`src/pwrs_regs.vh`:
```
// Register offsets, field positions, reset values and timing for the power scheduler
`ifndef PWRS_REGS_VH
`define PWRS_REGS_VH
`define PWRS_I2C_ADDR 7'h6b
`define PWRS_OFS_SELECT 8'h20
`define PWRS_OFS_ON 8'h21
`define PWRS_OFS_OFF 8'h22
`define PWRS_OFS_CYCLES 8'h23
`define PWRS_OFS_RUN 8'h24
`define PWRS_OFS_EV_RUN 8'h28
`define PWRS_OFS_STATUS 8'h29
`define PWRS_EV_AREA 3'h2
`define PWRS_SEL_SIMPLE 8'h01
`define PWRS_SEL_EVENT 8'h02
`define PWRS_RUN_NOW 8'hff
`define PWRS_RUN_MIDNIGHT 8'hfb
`define PWRS_RUN_STOP 8'h00
`define PWRS_CYC_FOREVER 8'hff
`define PWRS_RST_SELECT 8'h01
`define PWRS_RST_ON 8'h01
`define PWRS_RST_OFF 8'h01
`define PWRS_RST_CYCLES 8'hff
`define PWRS_RST_RUN 8'h00
`define PWRS_BATT_UNLIMITED 8'hff
`define PWRS_BATT_DEFAULT 8'h01
`define PWRS_EVF_CTRL 3'h0
`define PWRS_EVF_HOUR 3'h1
`define PWRS_EVF_MIN 3'h2
`define PWRS_EVF_DUR 3'h3
`define PWRS_EVF_REP 3'h4
`define PWRS_EVF_MULT 3'h5
`define PWRS_EVF_SEQ 3'h6
`define PWRS_EVC_EN 0
`define PWRS_EVC_TGT 2:1
`define PWRS_EVC_TRIG 3
`define PWRS_TGT_HOST 2'h0
`define PWRS_TGT_AUX 2'h1
`define PWRS_TGT_RELAY 2'h2
`define PWRS_CLK_NS 8
`define PWRS_LED_FLASH_NS 50000000
`define PWRS_LED_PERIOD_NS 1000000000
`endif

```
`src/pwrs_evsched.v`:
```
// One schedule of the event/RTC action scheduler, advanced by the minute tick
`timescale 1ns/1ps
`include "pwrs_regs.vh"
module pwrs_evsched (
   input wire clk,
   input wire rst_n,
   input wire run,
   input wire tick,
   input wire [7:0] hour,
   input wire [7:0] minute,
   input wire ext_event,
   input wire [7:0] ctrl,
   input wire [7:0] start_hour,
   input wire [7:0] start_min,
   input wire [7:0] dur,
   input wire [7:0] rep,
   input wire [7:0] mult,
   input wire [7:0] seq_hours,
   output reg act
);
   localparam E_WAIT = 2'd0, E_SEQ = 2'd1, E_DONE = 2'd2;
   reg [1:0] st;
   reg [7:0] dur_cnt, rep_cnt, occ_left;
   reg [13:0] seq_cnt;
   wire [13:0] seq_len = {seq_hours, 6'h00} - {4'h0, seq_hours, 2'h0};
   wire trig = ctrl[`PWRS_EVC_TRIG] ? ext_event : (hour == start_hour && minute == start_min);
   wire act_ends = !act || dur_cnt <= 8'h01;
   always @(posedge clk)
   begin
      if (!rst_n || !run || !ctrl[`PWRS_EVC_EN])
      begin
         st <= E_WAIT; act <= 1'b0; dur_cnt <= 8'h00; rep_cnt <= 8'h00;
         occ_left <= 8'h00; seq_cnt <= 14'h0000;
      end
      else if (tick)
      begin
         case (st)
            E_WAIT:
               if (trig)
               begin
                  st <= E_SEQ; act <= 1'b1; dur_cnt <= dur; rep_cnt <= rep;
                  occ_left <= mult; seq_cnt <= seq_len;
               end
            E_SEQ:
            begin
               if (seq_cnt != 14'h0000)
                  seq_cnt <= seq_cnt - 14'h0001;
               if (act_ends)
                  act <= 1'b0;
               else
                  dur_cnt <= dur_cnt - 8'h01;
               if (rep_cnt != 8'h00)
                  rep_cnt <= rep_cnt - 8'h01;
               if (occ_left > 8'h01 && rep != 8'h00 && rep_cnt <= 8'h01)
               begin
                  act <= 1'b1; dur_cnt <= dur; rep_cnt <= rep; occ_left <= occ_left - 8'h01;
               end
               else if (occ_left <= 8'h01 && act_ends)
               begin
                  if (seq_hours == 8'h00)
                     st <= E_DONE;
                  else if (seq_cnt <= 14'h0001)
                  begin
                     act <= 1'b1; dur_cnt <= dur; rep_cnt <= rep;
                     occ_left <= mult; seq_cnt <= seq_len;
                  end
               end
            end
            E_DONE: ;
            default: st <= E_WAIT;
         endcase
      end
   end
endmodule

```
`src/pwrs_i2c.v`:
```
// I2C target with register pointer, auto-increment and single-cycle write strobe
`timescale 1ns/1ps
`include "pwrs_regs.vh"
module pwrs_i2c #(
   parameter [6:0] DEV_ADDR = `PWRS_I2C_ADDR
)(
   input wire clk,
   input wire rst_n,
   input wire scl_in,
   input wire sda_in,
   output reg sda_out,
   output reg sda_oe,
   input wire [7:0] rd_data,
   output reg [7:0] ptr,
   output reg wr_stb,
   output reg [7:0] wr_data
);
   localparam I_IDLE = 3'd0, I_ADDR = 3'd1, I_ACKA = 3'd2, I_WR = 3'd3;
   localparam I_ACKW = 3'd4, I_RD = 3'd5, I_RACK = 3'd6, I_RLOAD = 3'd7;
   reg scl_q, sda_q, rw, first;
   reg [2:0] st;
   reg [3:0] bitc;
   reg [7:0] sh;
   wire rise = scl_in & ~scl_q;
   wire fall = ~scl_in & scl_q;
   wire start = scl_in & scl_q & sda_q & ~sda_in;
   wire stop = scl_in & scl_q & ~sda_q & sda_in;
   always @(posedge clk)
   begin
      wr_stb <= 1'b0;
      if (!rst_n)
      begin
         scl_q <= 1'b1; sda_q <= 1'b1; st <= I_IDLE; bitc <= 4'h0; sh <= 8'h00;
         rw <= 1'b0; first <= 1'b0; ptr <= 8'h00; wr_data <= 8'h00;
         sda_out <= 1'b0; sda_oe <= 1'b0;
      end
      else
      begin
         scl_q <= scl_in;
         sda_q <= sda_in;
         // Step the pointer only after the store has used the old one
         if (wr_stb)
            ptr <= ptr + 8'h01;
         if (start)
         begin
            st <= I_ADDR; bitc <= 4'h0; first <= 1'b1; sda_oe <= 1'b0;
         end
         else if (stop)
         begin
            st <= I_IDLE; sda_oe <= 1'b0;
         end
         else if (rise)
         begin
            if (st == I_ADDR || st == I_WR)
            begin
               sh <= {sh[6:0], sda_in}; bitc <= bitc + 4'h1;
            end
            if (st == I_RD)
               bitc <= bitc + 4'h1;
            if (st == I_RACK)
               st <= sda_in ? I_IDLE : I_RLOAD;
         end
         else if (fall)
         begin
            case (st)
               I_ADDR:
                  if (bitc == 4'h8)
                  begin
                     rw <= sh[0];
                     st <= (sh[7:1] == DEV_ADDR) ? I_ACKA : I_IDLE;
                     sda_oe <= (sh[7:1] == DEV_ADDR);
                  end
               I_ACKA, I_RLOAD:
                  if (rw)
                  begin
                     sh <= rd_data; sda_oe <= ~rd_data[7]; st <= I_RD; bitc <= 4'h0;
                  end
                  else
                  begin
                     sda_oe <= 1'b0; st <= I_WR; bitc <= 4'h0;
                  end
               I_WR:
                  if (bitc == 4'h8)
                  begin
                     if (first)
                        ptr <= sh;
                     else
                     begin
                        wr_stb <= 1'b1; wr_data <= sh;
                     end
                     first <= 1'b0; sda_oe <= 1'b1; st <= I_ACKW;
                  end
               I_ACKW:
               begin
                  sda_oe <= 1'b0; st <= I_WR; bitc <= 4'h0;
               end
               I_RD:
                  if (bitc == 4'h8)
                  begin
                     sda_oe <= 1'b0; st <= I_RACK; ptr <= ptr + 8'h01;
                  end
                  else
                  begin
                     sda_oe <= ~sh[6]; sh <= {sh[6:0], 1'b0};
                  end
               default: ;
            endcase
         end
      end
   end
endmodule

```
`src/pwrs_top.v`:
```
// Power scheduler: I2C registers, simple timed scheduler and four event schedules
`timescale 1ns/1ps
`include "pwrs_regs.vh"
module pwrs_top #(
   parameter [6:0] DEV_ADDR = `PWRS_I2C_ADDR,
   parameter integer NUM_SCHED = 4,
   parameter integer LED_FLASH_CYC = `PWRS_LED_FLASH_NS / `PWRS_CLK_NS,
   parameter integer LED_PERIOD_CYC = `PWRS_LED_PERIOD_NS / `PWRS_CLK_NS
)(
   input wire clk,
   input wire rst_n,
   input wire scl_in,
   input wire sda_in,
   output wire sda_out,
   output wire sda_oe,
   input wire rtc_minute_tick,
   input wire [7:0] rtc_hour,
   input wire [7:0] rtc_minute,
   input wire cable_powered,
   input wire [NUM_SCHED-1:0] ext_event,
   output reg host_power_en,
   output reg aux_5v_en,
   output reg relay_set,
   output reg relay_reset,
   output reg information_indicator,
   output reg [7:0] batt_runtime_limit
);
   localparam SS_IDLE = 2'd0, SS_ARMED = 2'd1, SS_ON = 2'd2, SS_OFF = 2'd3;
   wire [7:0] ptr;
   wire wr_stb;
   wire [7:0] wr_data;
   reg [7:0] rd_data;
   reg [7:0] scheduler_select;
   reg [7:0] on_minutes;
   reg [7:0] off_minutes;
   reg [7:0] cycle_count;
   reg [7:0] run_control;
   reg event_run;
   reg [NUM_SCHED*64-1:0] ev_cfg;
   reg [1:0] ss;
   reg stop_pend;
   reg [7:0] on_cnt, off_cnt, cyc_cnt;
   reg [26:0] led_cnt;
   reg relay_state;
   wire [NUM_SCHED-1:0] ev_act;
   wire [NUM_SCHED-1:0] ev_host, ev_aux, ev_relay;
   wire simple_sel = scheduler_select == `PWRS_SEL_SIMPLE;
   wire event_sel = scheduler_select == `PWRS_SEL_EVENT;
   wire ev_running = event_sel && event_run;
   wire simple_active = ss != SS_IDLE;
   wire midnight = rtc_hour == 8'h00 && rtc_minute == 8'h00;
   wire in_ev_area = ptr[7:5] == `PWRS_EV_AREA && {3'h0, ptr[4:3]} < NUM_SCHED;
   wire cyc_last = cycle_count != `PWRS_CYC_FOREVER && cyc_cnt <= 8'h01;
   wire prog_ok = cable_powered;

   pwrs_i2c #(
      .DEV_ADDR(DEV_ADDR)
   ) u_i2c (
      .clk(clk),
      .rst_n(rst_n),
      .scl_in(scl_in),
      .sda_in(sda_in),
      .sda_out(sda_out),
      .sda_oe(sda_oe),
      .rd_data(rd_data),
      .ptr(ptr),
      .wr_stb(wr_stb),
      .wr_data(wr_data)
   );

   // Plain register stores; the simple scheduler's own registers lock on battery
   always @(posedge clk)
   begin
      if (!rst_n)
      begin
         scheduler_select <= `PWRS_RST_SELECT;
         on_minutes <= `PWRS_RST_ON;
         off_minutes <= `PWRS_RST_OFF;
         cycle_count <= `PWRS_RST_CYCLES;
         event_run <= 1'b0;
         ev_cfg <= {NUM_SCHED*64{1'b0}};
      end
      else if (wr_stb)
      begin
         if (ptr == `PWRS_OFS_SELECT && prog_ok && !simple_active && !event_run)
            scheduler_select <= wr_data;
         if (ptr == `PWRS_OFS_ON && prog_ok && wr_data != 8'h00)
            on_minutes <= wr_data;
         if (ptr == `PWRS_OFS_OFF && prog_ok && wr_data != 8'h00)
            off_minutes <= wr_data;
         if (ptr == `PWRS_OFS_CYCLES && prog_ok && wr_data != 8'h00)
            cycle_count <= wr_data;
         if (ptr == `PWRS_OFS_EV_RUN)
            event_run <= wr_data[0];
         // Schedule settings are frozen while the event scheduler runs
         if (in_ev_area && !event_run)
            ev_cfg[{ptr[4:0], 3'h0} +: 8] <= wr_data;
      end
   end

   // Simple timed scheduler
   always @(posedge clk)
   begin
      if (!rst_n)
      begin
         ss <= SS_IDLE;
         stop_pend <= 1'b0;
         on_cnt <= 8'h00;
         off_cnt <= 8'h00;
         cyc_cnt <= 8'h00;
         run_control <= `PWRS_RST_RUN;
         batt_runtime_limit <= `PWRS_BATT_DEFAULT;
      end
      else if (!simple_sel)
      begin
         // Leaving the simple scheduler drops it without waiting for a phase end
         ss <= SS_IDLE;
         stop_pend <= 1'b0;
         if (simple_active)
         begin
            run_control <= `PWRS_RUN_STOP;
            batt_runtime_limit <= `PWRS_BATT_DEFAULT;
         end
      end
      else if (wr_stb && ptr == `PWRS_OFS_RUN && prog_ok)
      begin
         run_control <= wr_data;
         if (wr_data == `PWRS_RUN_NOW)
         begin
            ss <= SS_ON;
            on_cnt <= on_minutes;
            off_cnt <= off_minutes;
            cyc_cnt <= cycle_count;
            stop_pend <= 1'b0;
            batt_runtime_limit <= `PWRS_BATT_UNLIMITED;
         end
         else if (wr_data == `PWRS_RUN_MIDNIGHT)
         begin
            ss <= SS_ARMED;
            cyc_cnt <= cycle_count;
            stop_pend <= 1'b0;
            batt_runtime_limit <= `PWRS_BATT_UNLIMITED;
         end
         else if (wr_data == `PWRS_RUN_STOP)
         begin
            // Armed but not yet started has no phase to finish
            if (ss == SS_ARMED || ss == SS_IDLE)
            begin
               ss <= SS_IDLE;
               batt_runtime_limit <= `PWRS_BATT_DEFAULT;
            end
            else
               stop_pend <= 1'b1;
         end
      end
      else if (rtc_minute_tick)
      begin
         case (ss)
            SS_ARMED:
               if (midnight)
               begin
                  ss <= SS_ON;
                  on_cnt <= on_minutes;
               end
            SS_ON:
               if (on_cnt <= 8'h01)
               begin
                  if (stop_pend)
                  begin
                     ss <= SS_IDLE;
                     stop_pend <= 1'b0;
                     run_control <= `PWRS_RUN_STOP;
                     batt_runtime_limit <= `PWRS_BATT_DEFAULT;
                  end
                  else
                  begin
                     ss <= SS_OFF;
                     off_cnt <= off_minutes;
                  end
               end
               else
                  on_cnt <= on_cnt - 8'h01;
            SS_OFF:
               if (off_cnt <= 8'h01)
               begin
                  if (stop_pend || cyc_last)
                  begin
                     ss <= SS_IDLE;
                     stop_pend <= 1'b0;
                     cyc_cnt <= 8'h00;
                     run_control <= `PWRS_RUN_STOP;
                     batt_runtime_limit <= `PWRS_BATT_DEFAULT;
                  end
                  else
                  begin
                     ss <= SS_ON;
                     on_cnt <= on_minutes;
                     if (cycle_count != `PWRS_CYC_FOREVER)
                        cyc_cnt <= cyc_cnt - 8'h01;
                  end
               end
               else
                  off_cnt <= off_cnt - 8'h01;
            default: ;
         endcase
      end
   end

   // Event schedules, one engine each
   genvar g;
   generate
      for (g = 0; g < NUM_SCHED; g = g + 1)
      begin : g_sched
         wire [63:0] cfg = ev_cfg[g*64 +: 64];
         wire [1:0] tgt = cfg[`PWRS_EVC_TGT];
         pwrs_evsched u_sched (
            .clk(clk),
            .rst_n(rst_n),
            .run(ev_running),
            .tick(rtc_minute_tick),
            .hour(rtc_hour),
            .minute(rtc_minute),
            .ext_event(ext_event[g]),
            .ctrl(cfg[8*`PWRS_EVF_CTRL +: 8]),
            .start_hour(cfg[8*`PWRS_EVF_HOUR +: 8]),
            .start_min(cfg[8*`PWRS_EVF_MIN +: 8]),
            .dur(cfg[8*`PWRS_EVF_DUR +: 8]),
            .rep(cfg[8*`PWRS_EVF_REP +: 8]),
            .mult(cfg[8*`PWRS_EVF_MULT +: 8]),
            .seq_hours(cfg[8*`PWRS_EVF_SEQ +: 8]),
            .act(ev_act[g])
         );
         assign ev_host[g] = ev_act[g] && tgt == `PWRS_TGT_HOST;
         assign ev_aux[g] = ev_act[g] && tgt == `PWRS_TGT_AUX;
         assign ev_relay[g] = ev_act[g] && tgt == `PWRS_TGT_RELAY;
      end
   endgenerate

   // Power outputs; relay is bistable so it only sees a pulse on each change
   always @(posedge clk)
   begin
      if (!rst_n)
      begin
         host_power_en <= 1'b0;
         aux_5v_en <= 1'b0;
         relay_state <= 1'b0;
         relay_set <= 1'b0;
         relay_reset <= 1'b0;
      end
      else
      begin
         host_power_en <= ss == SS_ON || |ev_host;
         aux_5v_en <= |ev_aux;
         relay_state <= |ev_relay;
         relay_set <= |ev_relay && !relay_state;
         relay_reset <= !(|ev_relay) && relay_state;
      end
   end

   // Indicator blink; counter waits at zero while idle so the first flash is whole
   always @(posedge clk)
   begin
      if (!rst_n)
      begin
         led_cnt <= 27'h0000000;
         information_indicator <= 1'b0;
      end
      else
      begin
         if (!(simple_active && cable_powered) || led_cnt >= LED_PERIOD_CYC - 1)
            led_cnt <= 27'h0000000;
         else
            led_cnt <= led_cnt + 27'h0000001;
         information_indicator <= simple_active && cable_powered &&
            led_cnt < LED_FLASH_CYC;
      end
   end

   // Read mux; running counters are shown so software sees time passing
   always @*
   begin
      rd_data = 8'h00;
      if (ptr == `PWRS_OFS_SELECT)
         rd_data = scheduler_select;
      else if (ptr == `PWRS_OFS_ON)
         rd_data = (ss == SS_ON) ? on_cnt : on_minutes;
      else if (ptr == `PWRS_OFS_OFF)
         rd_data = (ss == SS_OFF) ? off_cnt : off_minutes;
      else if (ptr == `PWRS_OFS_CYCLES)
         rd_data = (simple_active && cycle_count != `PWRS_CYC_FOREVER) ? cyc_cnt :
            cycle_count;
      else if (ptr == `PWRS_OFS_RUN)
         rd_data = run_control;
      else if (ptr == `PWRS_OFS_EV_RUN)
         rd_data = {7'h00, event_run};
      else if (ptr == `PWRS_OFS_STATUS)
         rd_data = {ev_act[3:0], stop_pend, ev_running, ss};
      else if (in_ev_area)
         rd_data = ev_cfg[{ptr[4:0], 3'h0} +: 8];
   end
endmodule

```
`config.mk`:
```
export PLATFORM = sky130hd
export DESIGN_NAME = pwrs_top
export DESIGN_NICKNAME = d
export VERILOG_FILES = /design/src/pwrs_evsched.v /design/src/pwrs_i2c.v /design/src/pwrs_top.v
export VERILOG_INCLUDE_DIRS = /design/src
export SDC_FILE = /design/constraint.sdc
export NUM_CORES = 2
export LEC_CHECK = 0
export BUFFER_PORTS_ARGS = -buffer_cell sky130_fd_sc_hd__buf_2
export CAP_MARGIN = 5
export CORE_AREA = 8 8 320 322
export CTS_BUF_LIST = sky130_fd_sc_hd__clkbuf_16
export CTS_CLUSTER_SIZE = 8
export DETAILED_ROUTE_END_ITERATION = 12
export DIE_AREA = 0 0 328 330
export GPL_ROUTABILITY_DRIVEN = 0
export PLACE_DENSITY = 0.55
export SLEW_MARGIN = 20
export SYNTH_ARGS = -nofsm -noshare
export SYNTH_HDL_FRONTEND = slang
export SYNTH_HIERARCHICAL = 1
export SYNTH_SLANG_ARGS = --single-unit
```
`constraint.sdc`:
```
create_clock -name clk -period 4.5 [get_ports clk]
set_input_delay 0.675 -clock clk [delete_from_list [all_inputs] [get_ports clk]]
set_output_delay 0.675 -clock clk [all_outputs]
set_load 0.03 [all_outputs]
```
==> reports/metrics.csv <==
stage,metric,value,unit
sta,post-route minimum period,3.480,ns
sta,Slew headroom,29.58,%
power,Power Density,289.1,nW/um^2
clock_network,clock root cell,clkbuf_16,
synth,area share of fa/ha/maj cells after synthesis,2.556,%
synth,Synth Area in Compound Gates,17.51,%
sta,Slew @ Worst Pin,1.052,ns
global_routing,vias in the first global route,29110,
critical_path,Worst EP required,5.04,ns
synth,area share of the largest cell type after synthesis,33.13,%
flow_run,max cap viols,0,
clock_network,"CTS clk-pin slew, worst paths",0.06,ns
cells_and_area,"commonest non-fill, non-tap cell in the layout",nor2_1,
route,routed wire length,119900,um
synth,"area leader, netlist",dfxtp_1,
synth,number of synthesized flops with an enable pin,0,
power,NetSw,0.002479,W
power,Flop pwr share,46.1,%
placement,DP HPWL,86170,um
critical_path,CP Data Arrival Time,4.02,ns
synth,Syn Inst Count,4044,
cells_and_area,Layout area overhead,10.36,%
sta,count of final setup violators,0,
floorplan,IO Pins,41,
cells_and_area,most frequent cells in the layout,"591 x nor2_1, 556 x dfxtp_1, 389 x mux2i_1",
synth,"Primary FF master, synth",dfxtp_1,
clock_network,CTS Sinks,559,
critical_path,Crit Path Class,reg2reg,
sta,Final Cycle Share,77.32,%
clock_network,CTS Buffer Depth,3,
clock_network,post-CTS setup buffers,0,
synth,Netlist Area Pre-Place,33780,sq um
synth,register area share after synthesis,33.13,%
global_routing,initial antenna violation count,4,
critical_path,critical path endpoint category,flip-flop,
cells_and_area,Final nets,4077,
run_status,status,"complete, no violations",
global_routing,largest net degree at the start of global routing,133,
clock_network,worst skew pair latency,0.63,ns
synth,Post-Synth Simple-Gate Area,23.44,%
sta,final hold viol count,0,
synth,XOR/XNOR Fraction of Synth Area,3.448,%
power,highest ir drop seen on vdd,0.2441,mV
sta,unrepaired setup endpoints after global routing,false,
power,Switching Share,23.00,%
synth,Synth async-reset ratio,0,%
floorplan,core footprint,97410,sq um
synth,mux share of post-synthesis cell area,15.43,%
placement,port bufs,38,
global_routing,total global routing overflow,0,
placement,Setup WS pre-CTS,1.085,ns
synth,post-synthesis register bit count,559,
synth,Mapped Nets,4139,
route,first drt pass iteration count,6,
sta,Setup Skew,0.02788,ns
sta,setup TNS,0,ns
sta,Max Slew Vio Count,0,
power,Int Pwr,0.008300,W
cells_and_area,Non-Filler Instances,5288,
floorplan,FP Rows,115,
route,via/cell ratio,5.920,
floorplan,initial core utilization,34.68,%
critical_path,CP max FO,26,
placement,Placed Cells,5186,
route,DR iter-0 viols,3340,
synth,synth warn,6,
floorplan,die height,330,um
clock_network,CTS buffer count,81,
clock_network,Post-CTS Hold Buffers,0,
floorplan,die area,108200,sq um
clock_network,CTS tree,done,
worst_hold_path,Hold WC Path Type,in2reg,
clock_network,cts repair resizes,0,
power,clock share of power,52.0,%
floorplan,Die X,328,um
route,vias post-DR,31310,
global_routing,first-pass GRT wire length,182900,um
clock_network,H-tree depth,3,
synth,count of cell types in the netlist,97,
power,Pleak,13.63,nW
synth,Synth area leaders,"dfxtp_1 33%, mux2i_1 12%, nor2_1 6.6%, nand2_1 3.6%, a21oi_1 3.6%",
power,Logic pwr share,1.9,%
critical_path,type of origin of the critical path,flip-flop,
route,WL per Instance,22.67,um
synth,largest family of logic cells by synthesized area,simple AND/OR/NAND/NOR gates,
sta,Fmax,0.2874,GHz
sta,worst setup margin,1.020,ns
route,residual DRC count,0,
global_routing,total track usage,21.27,%
synth,"Avg Cell Area, Syn",8.353,sq um
cells_and_area,share of layout cells above drive strength 1,9.725,%
route,antenna-violating nets left,0,
-- final timing paths --
check / startpoint / to / slack (ns) / cells past startpoint
worst max register to register: u_i2c/ptr[0] / u_i2c/sda_oe / 1.02 / 10
worst min-delay path: scl_in / u_i2c/scl_q / 0.31 / 3
worst min register to register: relay_state / relay_set / 0.43 / 1
worst max-delay path: u_i2c/ptr[0] / u_i2c/sda_oe / 1.02 / 10
-- state kept, by name (all words and copies together) (netlist names), 2 cells and up --
| signal | flops |
|---|---|
| g_sched.u_sched/dur_cnt | 32 |
| off_minutes | 8 |
| on_cnt | 8 |
| u_i2c/sh | 8 |
| g_sched.u_sched/occ_left | 32 |
| ev_cfg | 256 |
| ss | 2 |
| led_cnt | 27 |
| g_sched.u_sched/seq_cnt | 56 |
| g_sched.u_sched/act | 4 |
| cyc_cnt | 8 |
| u_i2c/st | 3 |
| u_i2c/bitc | 4 |
| run_control | 8 |
| off_cnt | 8 |
| u_i2c/ptr | 8 |
| on_minutes | 8 |
| scheduler_select | 8 |
| g_sched.u_sched/st | 8 |
| cycle_count | 8 |
| g_sched.u_sched/rep_cnt | 32 |
| u_i2c/wr_data | 8 |
-- synth_stat cells (34+ instances only) --
cell type  number
mux2i_1       389
a31oi_1        48
and3_1         45
dfxtp_1       559
nor4_1         56
a211oi_1       41
nor2_1        592
clkbuf_1      167
nand3_1       159
and2_1         35
inv_1          88
o22ai_1        59
xor2_1         43
a21oi_1       240
xnor2_1        90
o21ai_0       122
nand2_1       325
nor3_1         97
o31ai_1        47
or3_1          34
ha_1           69
mux4_2         47
nand4_1        45
-- power groups by stage --
stage | Clock [W] | Combinational [W] | Sequential [W]
final | 0.00561 | 0.000205 | 0.00497
after global routing | 0.00591 | 0.000213 | 0.00496
after CTS | 0.00572 | 0.000198 | 0.00496
after detailed placement | 0 | 0.000198 | 0.00507
after global placement | 0 | 0.000198 | 0.00507
after floorplan | 0 | 0.000110 | 0.00506
-- per-stage QoR --
step           hold slack (ns)  area, sq um  power (W)  utilization, %
2_1_floorplan           0.3895        33780   0.005173               -
3_3_place_gp            0.4076        35060   0.005264           35.99
5_1_grt                 0.3058        37280    0.01109           38.27
6_report                0.3088        37280    0.01078           38.27
4_1_cts                 0.2811        37280    0.01088           38.27
3_5_place_dp            0.4149        35060   0.005264           35.99
-- critical path, stage by stage, from the launching register on --
cell and delay [ns]:
dfxtp_4 0.64, buf_4 0.50, mux4_2 0.59, mux2_2 0.29, a221o_1 0.29, nand3_1 0.18
o211ai_1 0.21, nand3b_1 0.20, o21ai_0 0.07, a211oi_1 0.10, a211oi_1 0.25
-- cell type report --
class                   count  area [sq um]
clock buffers              84          2102
well taps                1287          1610
inverters                  90         345.3
fillers                  9920         60130
repair buffers            111         788.3
flip-flops and latches    559         11200
diodes                      1         2.502
multi-input cells        3139         21120
clock inverters            17         116.4
-- routing by layer --
layer / wire, um / part of all wire, % / vias up / global-route usage (%)
li1: - / - / 14690 / -
met1: 53390 / 45 / 15070 / 29.03
met2: 52450 / 44 / 1251 / 32.93
met3: 8843 / 7.4 / 293 / 4.009
met4: 5198 / 4.3 / 0 / 8.534
met5: 0 / 0 / - / 0
-- cell families after synthesis --
kind of cell	count (synthesis)
multiplexers	459
AND/OR/NAND/NOR	1604
other	2
buffers and inverters	346
XOR/XNOR	133
flip-flops	559
adder cells (fa/ha/maj)	69
AO/OA/AOI/OAI	872
No activity file was read; power rests on OpenSTA's default activity.
